--- config.mk ---
export PLATFORM = sky130hd
export DESIGN_NAME = mdcc_top
export DESIGN_NICKNAME = d
export VERILOG_FILES = /design/src/pkg/mdcc_pkg.sv /design/src/rtl/mdcc_top.sv
export SDC_FILE = /design/constraint.sdc
export NUM_CORES = 1
export LEC_CHECK = 0
export BUFFER_PORTS_ARGS = -buffer_cell sky130_fd_sc_hd__buf_2
export CAP_MARGIN = 10
export CELL_PAD_IN_SITES_DETAIL_PLACEMENT = 1
export CELL_PAD_IN_SITES_GLOBAL_PLACEMENT = 1
export CORE_UTILIZATION = 40
export DETAILED_ROUTE_END_ITERATION = 8
export GPL_ROUTABILITY_DRIVEN = 0
export PLACE_DENSITY = 0.72
export SYNTH_ARGS = -nofsm -noshare
export SYNTH_HDL_FRONTEND = slang
export SYNTH_SLANG_ARGS = --single-unit
--- constraint.sdc ---
create_clock -name clk_i -period 4.13 [get_ports clk_i]
set_clock_uncertainty 0.1 [all_clocks]
set_input_delay 0.826 -clock clk_i [delete_from_list [all_inputs] [get_ports clk_i]]
set_output_delay 0.826 -clock clk_i [all_outputs]
set_load 0.005 [all_outputs]
--- src/pkg/mdcc_pkg.sv ---
package mdcc_pkg;

   // register offsets (7-bit serial address space)
   localparam logic [6:0] MDCC_ADDR_CFG0 = 7'h10;
   localparam logic [6:0] MDCC_ADDR_SYNC = 7'h15;
   localparam logic [6:0] MDCC_ADDR_RANGE = 7'h16;
   localparam logic [6:0] MDCC_ADDR_CLAMP = 7'h17;
   localparam logic [6:0] MDCC_ADDR_STBY1 = 7'h18;
   localparam logic [6:0] MDCC_ADDR_STBY2 = 7'h19;
   localparam logic [6:0] MDCC_ADDR_ALARM = 7'h1A;
   localparam logic [6:0] MDCC_ADDR_TRIG = 7'h1C;
   localparam logic [6:0] MDCC_ADDR_DATA0 = 7'h30;
   localparam logic [6:0] MDCC_ADDR_DATA7 = 7'h37;
   localparam logic [6:0] MDCC_ADDR_LIM0 = 7'h4E;
   localparam logic [6:0] MDCC_ADDR_LIM1 = 7'h4F;

   // field positions
   localparam int MDCC_CFG0_LOOP_BIT = 0;
   localparam int MDCC_TRIG_BIT = 0;
   localparam int MDCC_DELAYED_RELEASE_BIT = 7;
   localparam int MDCC_RANGE_PAIR_A_LSB = 0;
   localparam int MDCC_RANGE_PAIR_B_LSB = 2;
   localparam int MDCC_RANGE_AUX_LSB = 4;

   // reset values
   localparam logic [7:0] MDCC_RST_CFG0 = 8'h00;
   localparam logic [7:0] MDCC_RST_SYNC = 8'h00;
   localparam logic [7:0] MDCC_RST_RANGE = 8'h00;
   localparam logic [5:0] MDCC_RST_CLAMP = 6'h3F;
   localparam logic [7:0] MDCC_RST_MASK = 8'h00;
   localparam logic [11:0] MDCC_RST_CODE = 12'h000;
   localparam logic [11:0] MDCC_RST_LIMIT = 12'hFFF;

   // bipolar pair range codes
   typedef enum logic [1:0] {
      MDCC_RANGE_0_TO_5 = 2'b00,
      MDCC_RANGE_M5_TO_0 = 2'b01,
      MDCC_RANGE_M4_TO_1 = 2'b10
   } mdcc_range_t;

   // serial frame: 1 read bit, 7 address bits, 16 data bits
   localparam int MDCC_HDR_BITS = 8;
   localparam int MDCC_DATA_BITS = 16;

   typedef enum logic [1:0] {
      MDCC_SPI_IDLE = 2'b00,
      MDCC_SPI_HDR = 2'b01,
      MDCC_SPI_DATA = 2'b10,
      MDCC_SPI_DONE = 2'b11
   } mdcc_spi_state_t;

endpackage : mdcc_pkg

--- src/rtl/mdcc_top.sv ---
// What this block does
// reset clamps all channels, clears data registers
// bipolar pairs share one three-way range field
// supply fault forces bipolar channels to negative rail
// loop bit clear: bipolar codes from host
// loop bit set: bipolar codes from controller
// controller codes limited by upper-limit registers
// each auxiliary channel picks its own span
// data registers hold 12-bit straight binary codes
// host writes land in buffer register first
// data register reads return active register
// asynchronous channels copy buffer to active immediately
// synchronous channels update on bit or pin trigger
// clamping keeps buffer and active contents intact
// data writes accepted while channel is clamped
// clamp release drives output from active register
// clamp register bit per pair and auxiliary
// groups held by a high standby pin ignore software clamp writes
// standby pins clamp masked groups, delayed release
// effective clamp is OR of all sources
`timescale 1ns/10ps
module mdcc_top #(
   parameter int unsigned CODE_W = 12
) (
   // clock and reset
   input wire logic clk_i,
   input wire logic rst_n_i,
   // serial register port
   input wire logic spi_cs_n_i,
   input wire logic spi_sclk_i,
   input wire logic spi_sdi_i,
   output logic spi_sdo_o,
   output logic spi_sdo_oe_o,
   // device pins
   input wire logic output_update_strobe_i,
   input wire logic standby_force_pin_one_i,
   input wire logic standby_force_pin_two_i,
   input wire logic alarm_active_i,
   input wire logic primary_positive_supply_fault_i,
   // closed-loop controller codes, same clock
   input wire logic [4*CODE_W-1:0] loop_code_i,
   input wire logic [3:0] loop_code_valid_i,
   // converter side
   output logic [8*CODE_W-1:0] dac_code_o,
   output logic [7:0] dac_clamp_o,
   output logic [3:0] negative_rail_clamp_o,
   output logic [7:0] dac_range_o,
   output logic closed_loop_en_o
);

   if (CODE_W != 12) begin : g_bad_width
      $error("mdcc_top: only 12-bit codes are supported");
   end

   // groups: 0 pair a, 1 pair b, 2..5 auxiliary channels
   function automatic int chan_group(input int ch);
      return (ch < 4) ? ch / 2 : ch - 2;
   endfunction : chan_group

   // pin synchronisers: first stage feeds only the second
   localparam int NSYNC = 8;
   logic [NSYNC-1:0] pin_raw;
   logic [NSYNC-1:0] meta_q;
   logic [NSYNC-1:0] sync_q;
   logic sclk_prev_q;
   logic trig_prev_q;
   assign pin_raw = {primary_positive_supply_fault_i, alarm_active_i, standby_force_pin_two_i,
                     standby_force_pin_one_i, output_update_strobe_i, spi_sdi_i, spi_sclk_i, spi_cs_n_i};

   always_ff @(posedge clk_i) begin
      if (!rst_n_i) begin
         meta_q <= 8'h01;
         sync_q <= 8'h01;
         sclk_prev_q <= 1'b0;
         trig_prev_q <= 1'b0;
      end else begin
         meta_q <= pin_raw;
         sync_q <= meta_q;
         sclk_prev_q <= sync_q[1];
         trig_prev_q <= sync_q[3];
      end
   end

   logic cs_act;
   logic sclk_rise;
   logic sclk_fall;
   logic sdi_s;
   logic pin_trig_rise;
   logic [1:0] stby_pin;
   logic alarm_s;
   logic fault_s;
   assign cs_act = ~sync_q[0];
   assign sclk_rise = sync_q[1] & ~sclk_prev_q;
   assign sclk_fall = ~sync_q[1] & sclk_prev_q;
   assign sdi_s = sync_q[2];
   assign pin_trig_rise = sync_q[3] & ~trig_prev_q;
   assign stby_pin = sync_q[5:4];
   assign alarm_s = sync_q[6];
   assign fault_s = sync_q[7];

   // serial frame engine
   mdcc_pkg::mdcc_spi_state_t state_q;
   logic [4:0] cnt_q;
   logic [15:0] sh_q;
   logic [7:0] hdr_q;
   logic [15:0] out_q;
   logic sdo_q;
   logic wr_q;
   logic [6:0] wr_addr_q;
   logic [15:0] wr_data_q;
   logic [6:0] rd_addr;
   logic [15:0] rd_data;
   logic [15:0] frame_data;
   assign rd_addr = {sh_q[5:0], sdi_s};
   assign frame_data = {sh_q[14:0], sdi_s};

   always_ff @(posedge clk_i) begin
      if (!rst_n_i) begin
         state_q <= mdcc_pkg::MDCC_SPI_IDLE;
         cnt_q <= 5'h00;
         sh_q <= 16'h0000;
         hdr_q <= 8'h00;
         out_q <= 16'h0000;
         sdo_q <= 1'b0;
         wr_q <= 1'b0;
         wr_addr_q <= 7'h00;
         wr_data_q <= 16'h0000;
      end else begin
         wr_q <= 1'b0;
         if (!cs_act) begin
            state_q <= mdcc_pkg::MDCC_SPI_IDLE;
            sdo_q <= 1'b0;
         end else begin
            case (state_q)
               mdcc_pkg::MDCC_SPI_IDLE: begin
                  state_q <= mdcc_pkg::MDCC_SPI_HDR;
                  cnt_q <= 5'h00;
               end
               mdcc_pkg::MDCC_SPI_HDR: begin
                  if (sclk_rise) begin
                     sh_q <= frame_data;
                     cnt_q <= cnt_q + 5'h01;
                     if (cnt_q == 5'(mdcc_pkg::MDCC_HDR_BITS - 1)) begin
                        hdr_q <= frame_data[7:0];
                        out_q <= rd_data;
                        cnt_q <= 5'h00;
                        state_q <= mdcc_pkg::MDCC_SPI_DATA;
                     end
                  end
               end
               mdcc_pkg::MDCC_SPI_DATA: begin
                  if (sclk_fall) begin
                     sdo_q <= out_q[15];
                     out_q <= {out_q[14:0], 1'b0};
                  end
                  if (sclk_rise) begin
                     sh_q <= frame_data;
                     cnt_q <= cnt_q + 5'h01;
                     if (cnt_q == 5'(mdcc_pkg::MDCC_DATA_BITS - 1)) begin
                        wr_q <= ~hdr_q[7];
                        wr_addr_q <= hdr_q[6:0];
                        wr_data_q <= frame_data;
                        state_q <= mdcc_pkg::MDCC_SPI_DONE;
                     end
                  end
               end
               default: begin
                  state_q <= mdcc_pkg::MDCC_SPI_DONE;
               end
            endcase
         end
      end
   end

   assign spi_sdo_o = sdo_q;

   always_ff @(posedge clk_i) begin
      if (!rst_n_i) begin
         spi_sdo_oe_o <= 1'b0;
      end else begin
         spi_sdo_oe_o <= cs_act;
      end
   end

   // control registers
   logic [7:0] cfg0_q;
   logic [7:0] sync_sel_q;
   logic [7:0] range_q;
   logic [5:0] sw_clamp_q;
   logic [7:0] stby_mask_q [2];
   logic [5:0] alarm_sel_q;
   logic [11:0] limit_q [2];
   logic [5:0] stby_hold_q [2];
   logic [5:0] alarm_hold_q;
   logic [5:0] clamp_q;
   logic [1:0] rail_q;

   logic wr_cfg0;
   logic wr_sync;
   logic wr_range;
   logic wr_clamp;
   logic wr_stby1;
   logic wr_stby2;
   logic wr_alarm;
   logic wr_lim0;
   logic wr_lim1;
   logic trig;
   logic [5:0] stby_lock;
   logic loop_en;
   assign wr_cfg0 = wr_q && (wr_addr_q == mdcc_pkg::MDCC_ADDR_CFG0);
   assign wr_sync = wr_q && (wr_addr_q == mdcc_pkg::MDCC_ADDR_SYNC);
   assign wr_range = wr_q && (wr_addr_q == mdcc_pkg::MDCC_ADDR_RANGE);
   assign wr_clamp = wr_q && (wr_addr_q == mdcc_pkg::MDCC_ADDR_CLAMP);
   assign wr_stby1 = wr_q && (wr_addr_q == mdcc_pkg::MDCC_ADDR_STBY1);
   assign wr_stby2 = wr_q && (wr_addr_q == mdcc_pkg::MDCC_ADDR_STBY2);
   assign wr_alarm = wr_q && (wr_addr_q == mdcc_pkg::MDCC_ADDR_ALARM);
   assign wr_lim0 = wr_q && (wr_addr_q == mdcc_pkg::MDCC_ADDR_LIM0);
   assign wr_lim1 = wr_q && (wr_addr_q == mdcc_pkg::MDCC_ADDR_LIM1);
   // trigger bit is a strobe, never stored
   assign trig = (wr_q && (wr_addr_q == mdcc_pkg::MDCC_ADDR_TRIG)
                  && wr_data_q[mdcc_pkg::MDCC_TRIG_BIT]) || pin_trig_rise;
   // groups currently forced by a high standby pin
   assign stby_lock = ({6{stby_pin[0]}} & stby_mask_q[0][5:0])
                    | ({6{stby_pin[1]}} & stby_mask_q[1][5:0]);
   assign loop_en = cfg0_q[mdcc_pkg::MDCC_CFG0_LOOP_BIT];

   always_ff @(posedge clk_i) begin
      if (!rst_n_i) begin
         cfg0_q <= mdcc_pkg::MDCC_RST_CFG0;
         sync_sel_q <= mdcc_pkg::MDCC_RST_SYNC;
         range_q <= mdcc_pkg::MDCC_RST_RANGE;
         sw_clamp_q <= mdcc_pkg::MDCC_RST_CLAMP;
         stby_mask_q[0] <= mdcc_pkg::MDCC_RST_MASK;
         stby_mask_q[1] <= mdcc_pkg::MDCC_RST_MASK;
         alarm_sel_q <= mdcc_pkg::MDCC_RST_MASK[5:0];
         limit_q[0] <= mdcc_pkg::MDCC_RST_LIMIT;
         limit_q[1] <= mdcc_pkg::MDCC_RST_LIMIT;
      end else begin
         if (wr_cfg0) cfg0_q <= wr_data_q[7:0];
         if (wr_sync) sync_sel_q <= wr_data_q[7:0];
         if (wr_range) range_q <= wr_data_q[7:0];
         // locked bits keep their value while the pin holds them
         if (wr_clamp) sw_clamp_q <= (sw_clamp_q & stby_lock) | (wr_data_q[5:0] & ~stby_lock);
         if (wr_stby1) stby_mask_q[0] <= wr_data_q[7:0];
         if (wr_stby2) stby_mask_q[1] <= wr_data_q[7:0];
         if (wr_alarm) alarm_sel_q <= wr_data_q[5:0];
         if (wr_lim0) limit_q[0] <= wr_data_q[11:0];
         if (wr_lim1) limit_q[1] <= wr_data_q[11:0];
      end
   end

   // standby and alarm holds: a pin set wins over a clamp-register clear
   for (genvar p = 0; p < 2; p++) begin : g_stby
      logic [5:0] hold_d;
      assign hold_d = stby_pin[p] ? (stby_hold_q[p] | stby_mask_q[p][5:0])
                    : !stby_mask_q[p][mdcc_pkg::MDCC_DELAYED_RELEASE_BIT] ? 6'h00
                    : wr_clamp ? 6'h00 : stby_hold_q[p];
      always_ff @(posedge clk_i) begin
         if (!rst_n_i) begin
            stby_hold_q[p] <= 6'h00;
         end else begin
            stby_hold_q[p] <= hold_d;
         end
      end
   end

   logic [5:0] alarm_hold_d;
   logic [5:0] clamp_d;
   // alarm clamp stays until software writes the clamp register
   assign alarm_hold_d = alarm_s ? (alarm_hold_q | alarm_sel_q) : (wr_clamp ? 6'h00 : alarm_hold_q);
   assign clamp_d = sw_clamp_q | stby_hold_q[0] | stby_hold_q[1] | alarm_hold_q;

   always_ff @(posedge clk_i) begin
      if (!rst_n_i) begin
         alarm_hold_q <= 6'h00;
         clamp_q <= mdcc_pkg::MDCC_RST_CLAMP;
         rail_q <= 2'b00;
         dac_range_o <= mdcc_pkg::MDCC_RST_RANGE;
         closed_loop_en_o <= 1'b0;
      end else begin
         alarm_hold_q <= alarm_hold_d;
         clamp_q <= clamp_d;
         rail_q <= {2{fault_s}};
         dac_range_o <= range_q;
         closed_loop_en_o <= loop_en;
      end
   end

   // per channel buffer and active registers
   logic [11:0] act_q [8];
   for (genvar i = 0; i < 8; i++) begin : g_ch
      logic [11:0] buf_q;
      logic host_wr;
      logic from_loop;
      assign host_wr = wr_q && (wr_addr_q == mdcc_pkg::MDCC_ADDR_DATA0 + 7'(i));
      if (i < 4) begin : g_bip
         logic [11:0] req;
         assign req = loop_code_i[i*12 +: 12];
         assign from_loop = loop_en;
         always_ff @(posedge clk_i) begin
            if (!rst_n_i) begin
               act_q[i] <= mdcc_pkg::MDCC_RST_CODE;
            end else if (from_loop) begin
               if (loop_code_valid_i[i]) begin
                  act_q[i] <= (req > limit_q[i/2]) ? limit_q[i/2] : req;
               end
            end else if (host_wr && !sync_sel_q[i]) begin
               act_q[i] <= wr_data_q[11:0];
            end else if (trig && sync_sel_q[i]) begin
               act_q[i] <= buf_q;
            end
         end
      end else begin : g_aux
         assign from_loop = 1'b0;
         always_ff @(posedge clk_i) begin
            if (!rst_n_i) begin
               act_q[i] <= mdcc_pkg::MDCC_RST_CODE;
            end else if (host_wr && !sync_sel_q[i]) begin
               act_q[i] <= wr_data_q[11:0];
            end else if (trig && sync_sel_q[i]) begin
               act_q[i] <= buf_q;
            end
         end
      end
      always_ff @(posedge clk_i) begin
         if (!rst_n_i) begin
            buf_q <= mdcc_pkg::MDCC_RST_CODE;
         end else if (host_wr) begin
            buf_q <= wr_data_q[11:0];
         end
      end
      // code output always shows active; clamp only overrides the analog side
      assign dac_code_o[i*12 +: 12] = act_q[i];
      assign dac_clamp_o[i] = clamp_q[chan_group(i)];
   end

   for (genvar b = 0; b < 4; b++) begin : g_rail
      assign negative_rail_clamp_o[b] = rail_q[b/2];
   end

   // read selection
   always_comb begin
      rd_data = 16'h0000;
      if (rd_addr == mdcc_pkg::MDCC_ADDR_CFG0) begin
         rd_data = {8'h00, cfg0_q};
      end else if (rd_addr == mdcc_pkg::MDCC_ADDR_SYNC) begin
         rd_data = {8'h00, sync_sel_q};
      end else if (rd_addr == mdcc_pkg::MDCC_ADDR_RANGE) begin
         rd_data = {8'h00, range_q};
      end else if (rd_addr == mdcc_pkg::MDCC_ADDR_CLAMP) begin
         rd_data = {10'h000, sw_clamp_q};
      end else if (rd_addr == mdcc_pkg::MDCC_ADDR_STBY1) begin
         rd_data = {8'h00, stby_mask_q[0]};
      end else if (rd_addr == mdcc_pkg::MDCC_ADDR_STBY2) begin
         rd_data = {8'h00, stby_mask_q[1]};
      end else if (rd_addr == mdcc_pkg::MDCC_ADDR_ALARM) begin
         rd_data = {10'h000, alarm_sel_q};
      end else if (rd_addr >= mdcc_pkg::MDCC_ADDR_DATA0 && rd_addr <= mdcc_pkg::MDCC_ADDR_DATA7) begin
         rd_data = {4'h0, act_q[rd_addr[2:0]]};
      end else if (rd_addr == mdcc_pkg::MDCC_ADDR_LIM0) begin
         rd_data = {4'h0, limit_q[0]};
      end else if (rd_addr == mdcc_pkg::MDCC_ADDR_LIM1) begin
         rd_data = {4'h0, limit_q[1]};
      end
   end

endmodule : mdcc_top

==> results by group <==
Pwr
  • Lkg Pwr: 7.98 nW
  • Power per cell area: 388 nW/um2
  • VDD IR max: 0.320 mV
  • Tot Pwr: 8.21 mW

Clock network
  • Skew-Pair Late Insertion Delay: between 0.5 and 0.6 ns
  • Max Root-Sink Buffers: 3
  • Clock sinks: 384
  • H-tree depth: 2
  • Hold buffer count at cts: 0
  • Post-CTS resize count: 0
  • Post-CTS setup buffer count: 0
  • CTS root buf: clkbuf_16
  • Reg clk slew, reported paths: 0.06 ns
  • CTS tree: done
  • CTS buffer count: 43

Setup path
  • Crit path cell chain: buf_4 > or2_1 > o32ai_2 > and2_1 > nand2_1 > nand4b_1
  • Crit-path slowest cell: o32ai_2
  • CP startpoint kind: flip-flop
  • Worst path arrival time: 3.32 ns
  • Max incr delay on CP: 0.67 ns
  • Crit Path Class: reg -> reg
  • CP max FO: 13
  • WP data required: 4.23 ns
  • CP Capture Type: flip-flop

Layout
  • Fin nets: around 2200
  • Finished Layout Cells: 2708
  • Area Overhead vs Synth: 15.2%
  • Final core utilization: a little under half
  • Fillers: between 5000 and 6000
  • Final instance area: about 21000 um2
  • Share of layout cells above drive strength 1: approximately 17%

GRT
  • Total Routing Usage GR: 30.8%
  • Antenna violations before repair: 4
  • Number of global-route vias before repair: 16598
  • Global-route wire length before repair: 108000 um
  • Maximum number of pins on one net before global-route repair: 60
  • Grt total ovfl: 0

Synth
  • Netlist cell types: 78
  • Synth area leaders: dfxtp_1, edfxtp_1, nand2_1, a21oi_1, ha_1
  • Mapped Cells: 1954
  • Top cell type by total area after synthesis: dfxtp_1
  • Seq cells post-synth: roughly 380
  • Post-synth top flop: dfxtp_1
  • Synth async-reset ratio: 0%
  • Share of the synthesized area in the top cell type: 27.0%
  • Sequential area share after synthesis: 49.2%
  • Avg Inst Size Synth: 9.41 um2
  • Synth Warn #: 0
  • Synth Net Count: around 2100
  • Number of synthesized flops with an enable pin: about 140
  • Mapped cell area: approximately 18000 um2

Place
  • Place WS: 0.585 ns
  • Hpwl dp: about 53000 um
  • PortBufs: 180
  • DP Area: 19700 um2
  • Inst Count DP: 2625

Drt
  • Antenna Nets Post-Route: 0
  • First-pass iteration count of the detailed router: 6
  • Wire length per cell: 26.9 um
  • DRC violations left: 0
  • Via count: 16710
  • Via density: 6.17
  • Routed Wire Length: 72800 um
  • Detailed Route Iter0 Violations: 1819

Floorplanning
  • Site Rows: 78
  • Die span in y: 216 um
  • Core ar.: 45400 um2
  • Initial Util: 40.5%
  • Die area: around 47000 um2
  • IO Pins: 181
  • Die width: between 200 and 250 um

Timing
  • Hold Fails Final Rpt: 0
  • Fin. max-slew vios: 0
  • Fmax: 311 MHz
  • Final WS setup: approximately 0.92 ns
  • Final worst path period need: around 3.2 ns
  • Least-Margin Pin Slew: 1.23 ns
  • Hold slack: about 0.32 ns
  • Fin crit share: 77.8%
  • # setup viols final: 0
  • Relative max-transition margin: 17.6%
  • Fin Setup TNS: 0 ns
  • RSZ-0062 raised after global routing: no

Flow run
  • Max_cap viols: 0

Worst hold path
  • Hold crit path type: reg -> reg

Run status
  • Outcome: finished, final reports clean
## registers in the layout, indices dropped and copies added, names as in the netlist, 7 cells and up, named ones only
name / count
wr_addr_q: 7
sync_q: 8
act_q: 96
cfg0_q: 8
stby_mask_q: 16
sh_q: 11
wr_data_q: 12
range_q: 8
stby_hold_q: 12
hdr_q: 8
out_q: 16
g_ch.buf_q: 96
meta_q: 8
sync_sel_q: 8
dac_range_o: 8
limit_q: 24
## cell usage in the layout (no fill, tap or decap), types with 11 or more instances in the layout
cell       synthesis  routed
nand2_1          360     360
dfxtp_1          248     246
a21oi_1          221     221
buf_2             40     180
edfxtp_1         136     136
nor2_1           102     102
nand3_1           94      94
buf_4             14      57
ha_1              55      55
a22o_1            51      51
inv_1             50      50
clkbuf_16          0      47
o21ai_0           42      42
and2_1            40      40
mux2i_1           40      40
a22oi_1           34      34
o211ai_1          31      31
mux4_2            23      23
nor3_1            23      22
a222oi_1          22      22
nor2b_1           18      18
or3_1             17      17
a221o_1           15      15
a21o_1            13      13
a221oi_1          13      13
and3_1            12      12
clkinv_2           0      12
nand4_1           11      11
nand2b_1          11      11
## Yosys cell counts, types with 31 or more instances
library cell  number
and2_1            40
nand2_1          360
a22o_1            51
clkbuf_1         103
a21oi_1          221
o21ai_0           42
a22oi_1           34
ha_1              55
edfxtp_1         136
nand3_1           94
inv_1             50
mux2i_1           40
o211ai_1          31
buf_2             40
dfxtp_1          248
nor2_1           102
## critical path, delay by kind of cell (launching register included)
kind,cells,cell delay [ns]
AO/OA/AOI/OAI,1,0.67
flip-flops,1,0.30
AND/OR/NAND/NOR,4,1.58
buffers and inverters,1,0.18
## per-layer routing
| metal | track usage (%) | vias to the layer above | wire length (um) |
|---|---|---|---|
| li1 | - | 7290 | - |
| met1 | 41.4 | 8390 | 30100 |
| met2 | 47.7 | 828 | 32800 |
| met3 | 5.33 | 198 | 6230 |
| met4 | 15.3 | 4 | 3680 |
| met5 | 0 | - | 27 |
## where the power goes
part / total [mW] / leakage (nW) / internal (mW) / switching [mW]
clock: 3.88 / 0.706 / 2.26 / 1.62
sequential: 4.03 / 3.32 / 3.96 / 0.0722
combinational: 0.296 / 3.96 / 0.103 / 0.193
## final timing paths
kind,startpoint,cells past startpoint,slack [ns],to
max reg2reg,wr_addr_q[0],6,0.92,act_q[3][6]
min reg2reg,meta_q[0],1,0.32,sync_q[0]
min,meta_q[0],1,0.32,sync_q[0]
max,wr_addr_q[0],6,0.92,act_q[3][6]
## final cells by class
| class | count | area, um2 | share of cell area, % |
|---|---|---|---|
| Timing Repair Buffer | 238 | 1340 | 6.31 |
| Sequential cell | 384 | 9050 | 42.8 |
| Antenna cell | 1 | 2.50 | 0.0118 |
| Clock inverter | 16 | 111 | 0.526 |
| Tap cell | 600 | 751 | 3.55 |
| Clock buffer | 63 | 1310 | 6.17 |
| Inverter | 51 | 196 | 0.928 |
| Multi-Input combinational cell | 1355 | 8420 | 39.8 |
## logic make-up (layout without fill, tap and decap cells)
logic type	Yosys count	in the layout	synth area share [%]
AND/OR/NAND/NOR	741	741	19.0
multiplexers	64	64	5.06
buffers and inverters	215	368	5.03
flip-flops	384	384	49.2
AO/OA/AOI/OAI	495	495	17.9
adder cells (fa/ha/maj)	55	55	3.74
other	0	1	0
(Power assumes the default switching activity.)
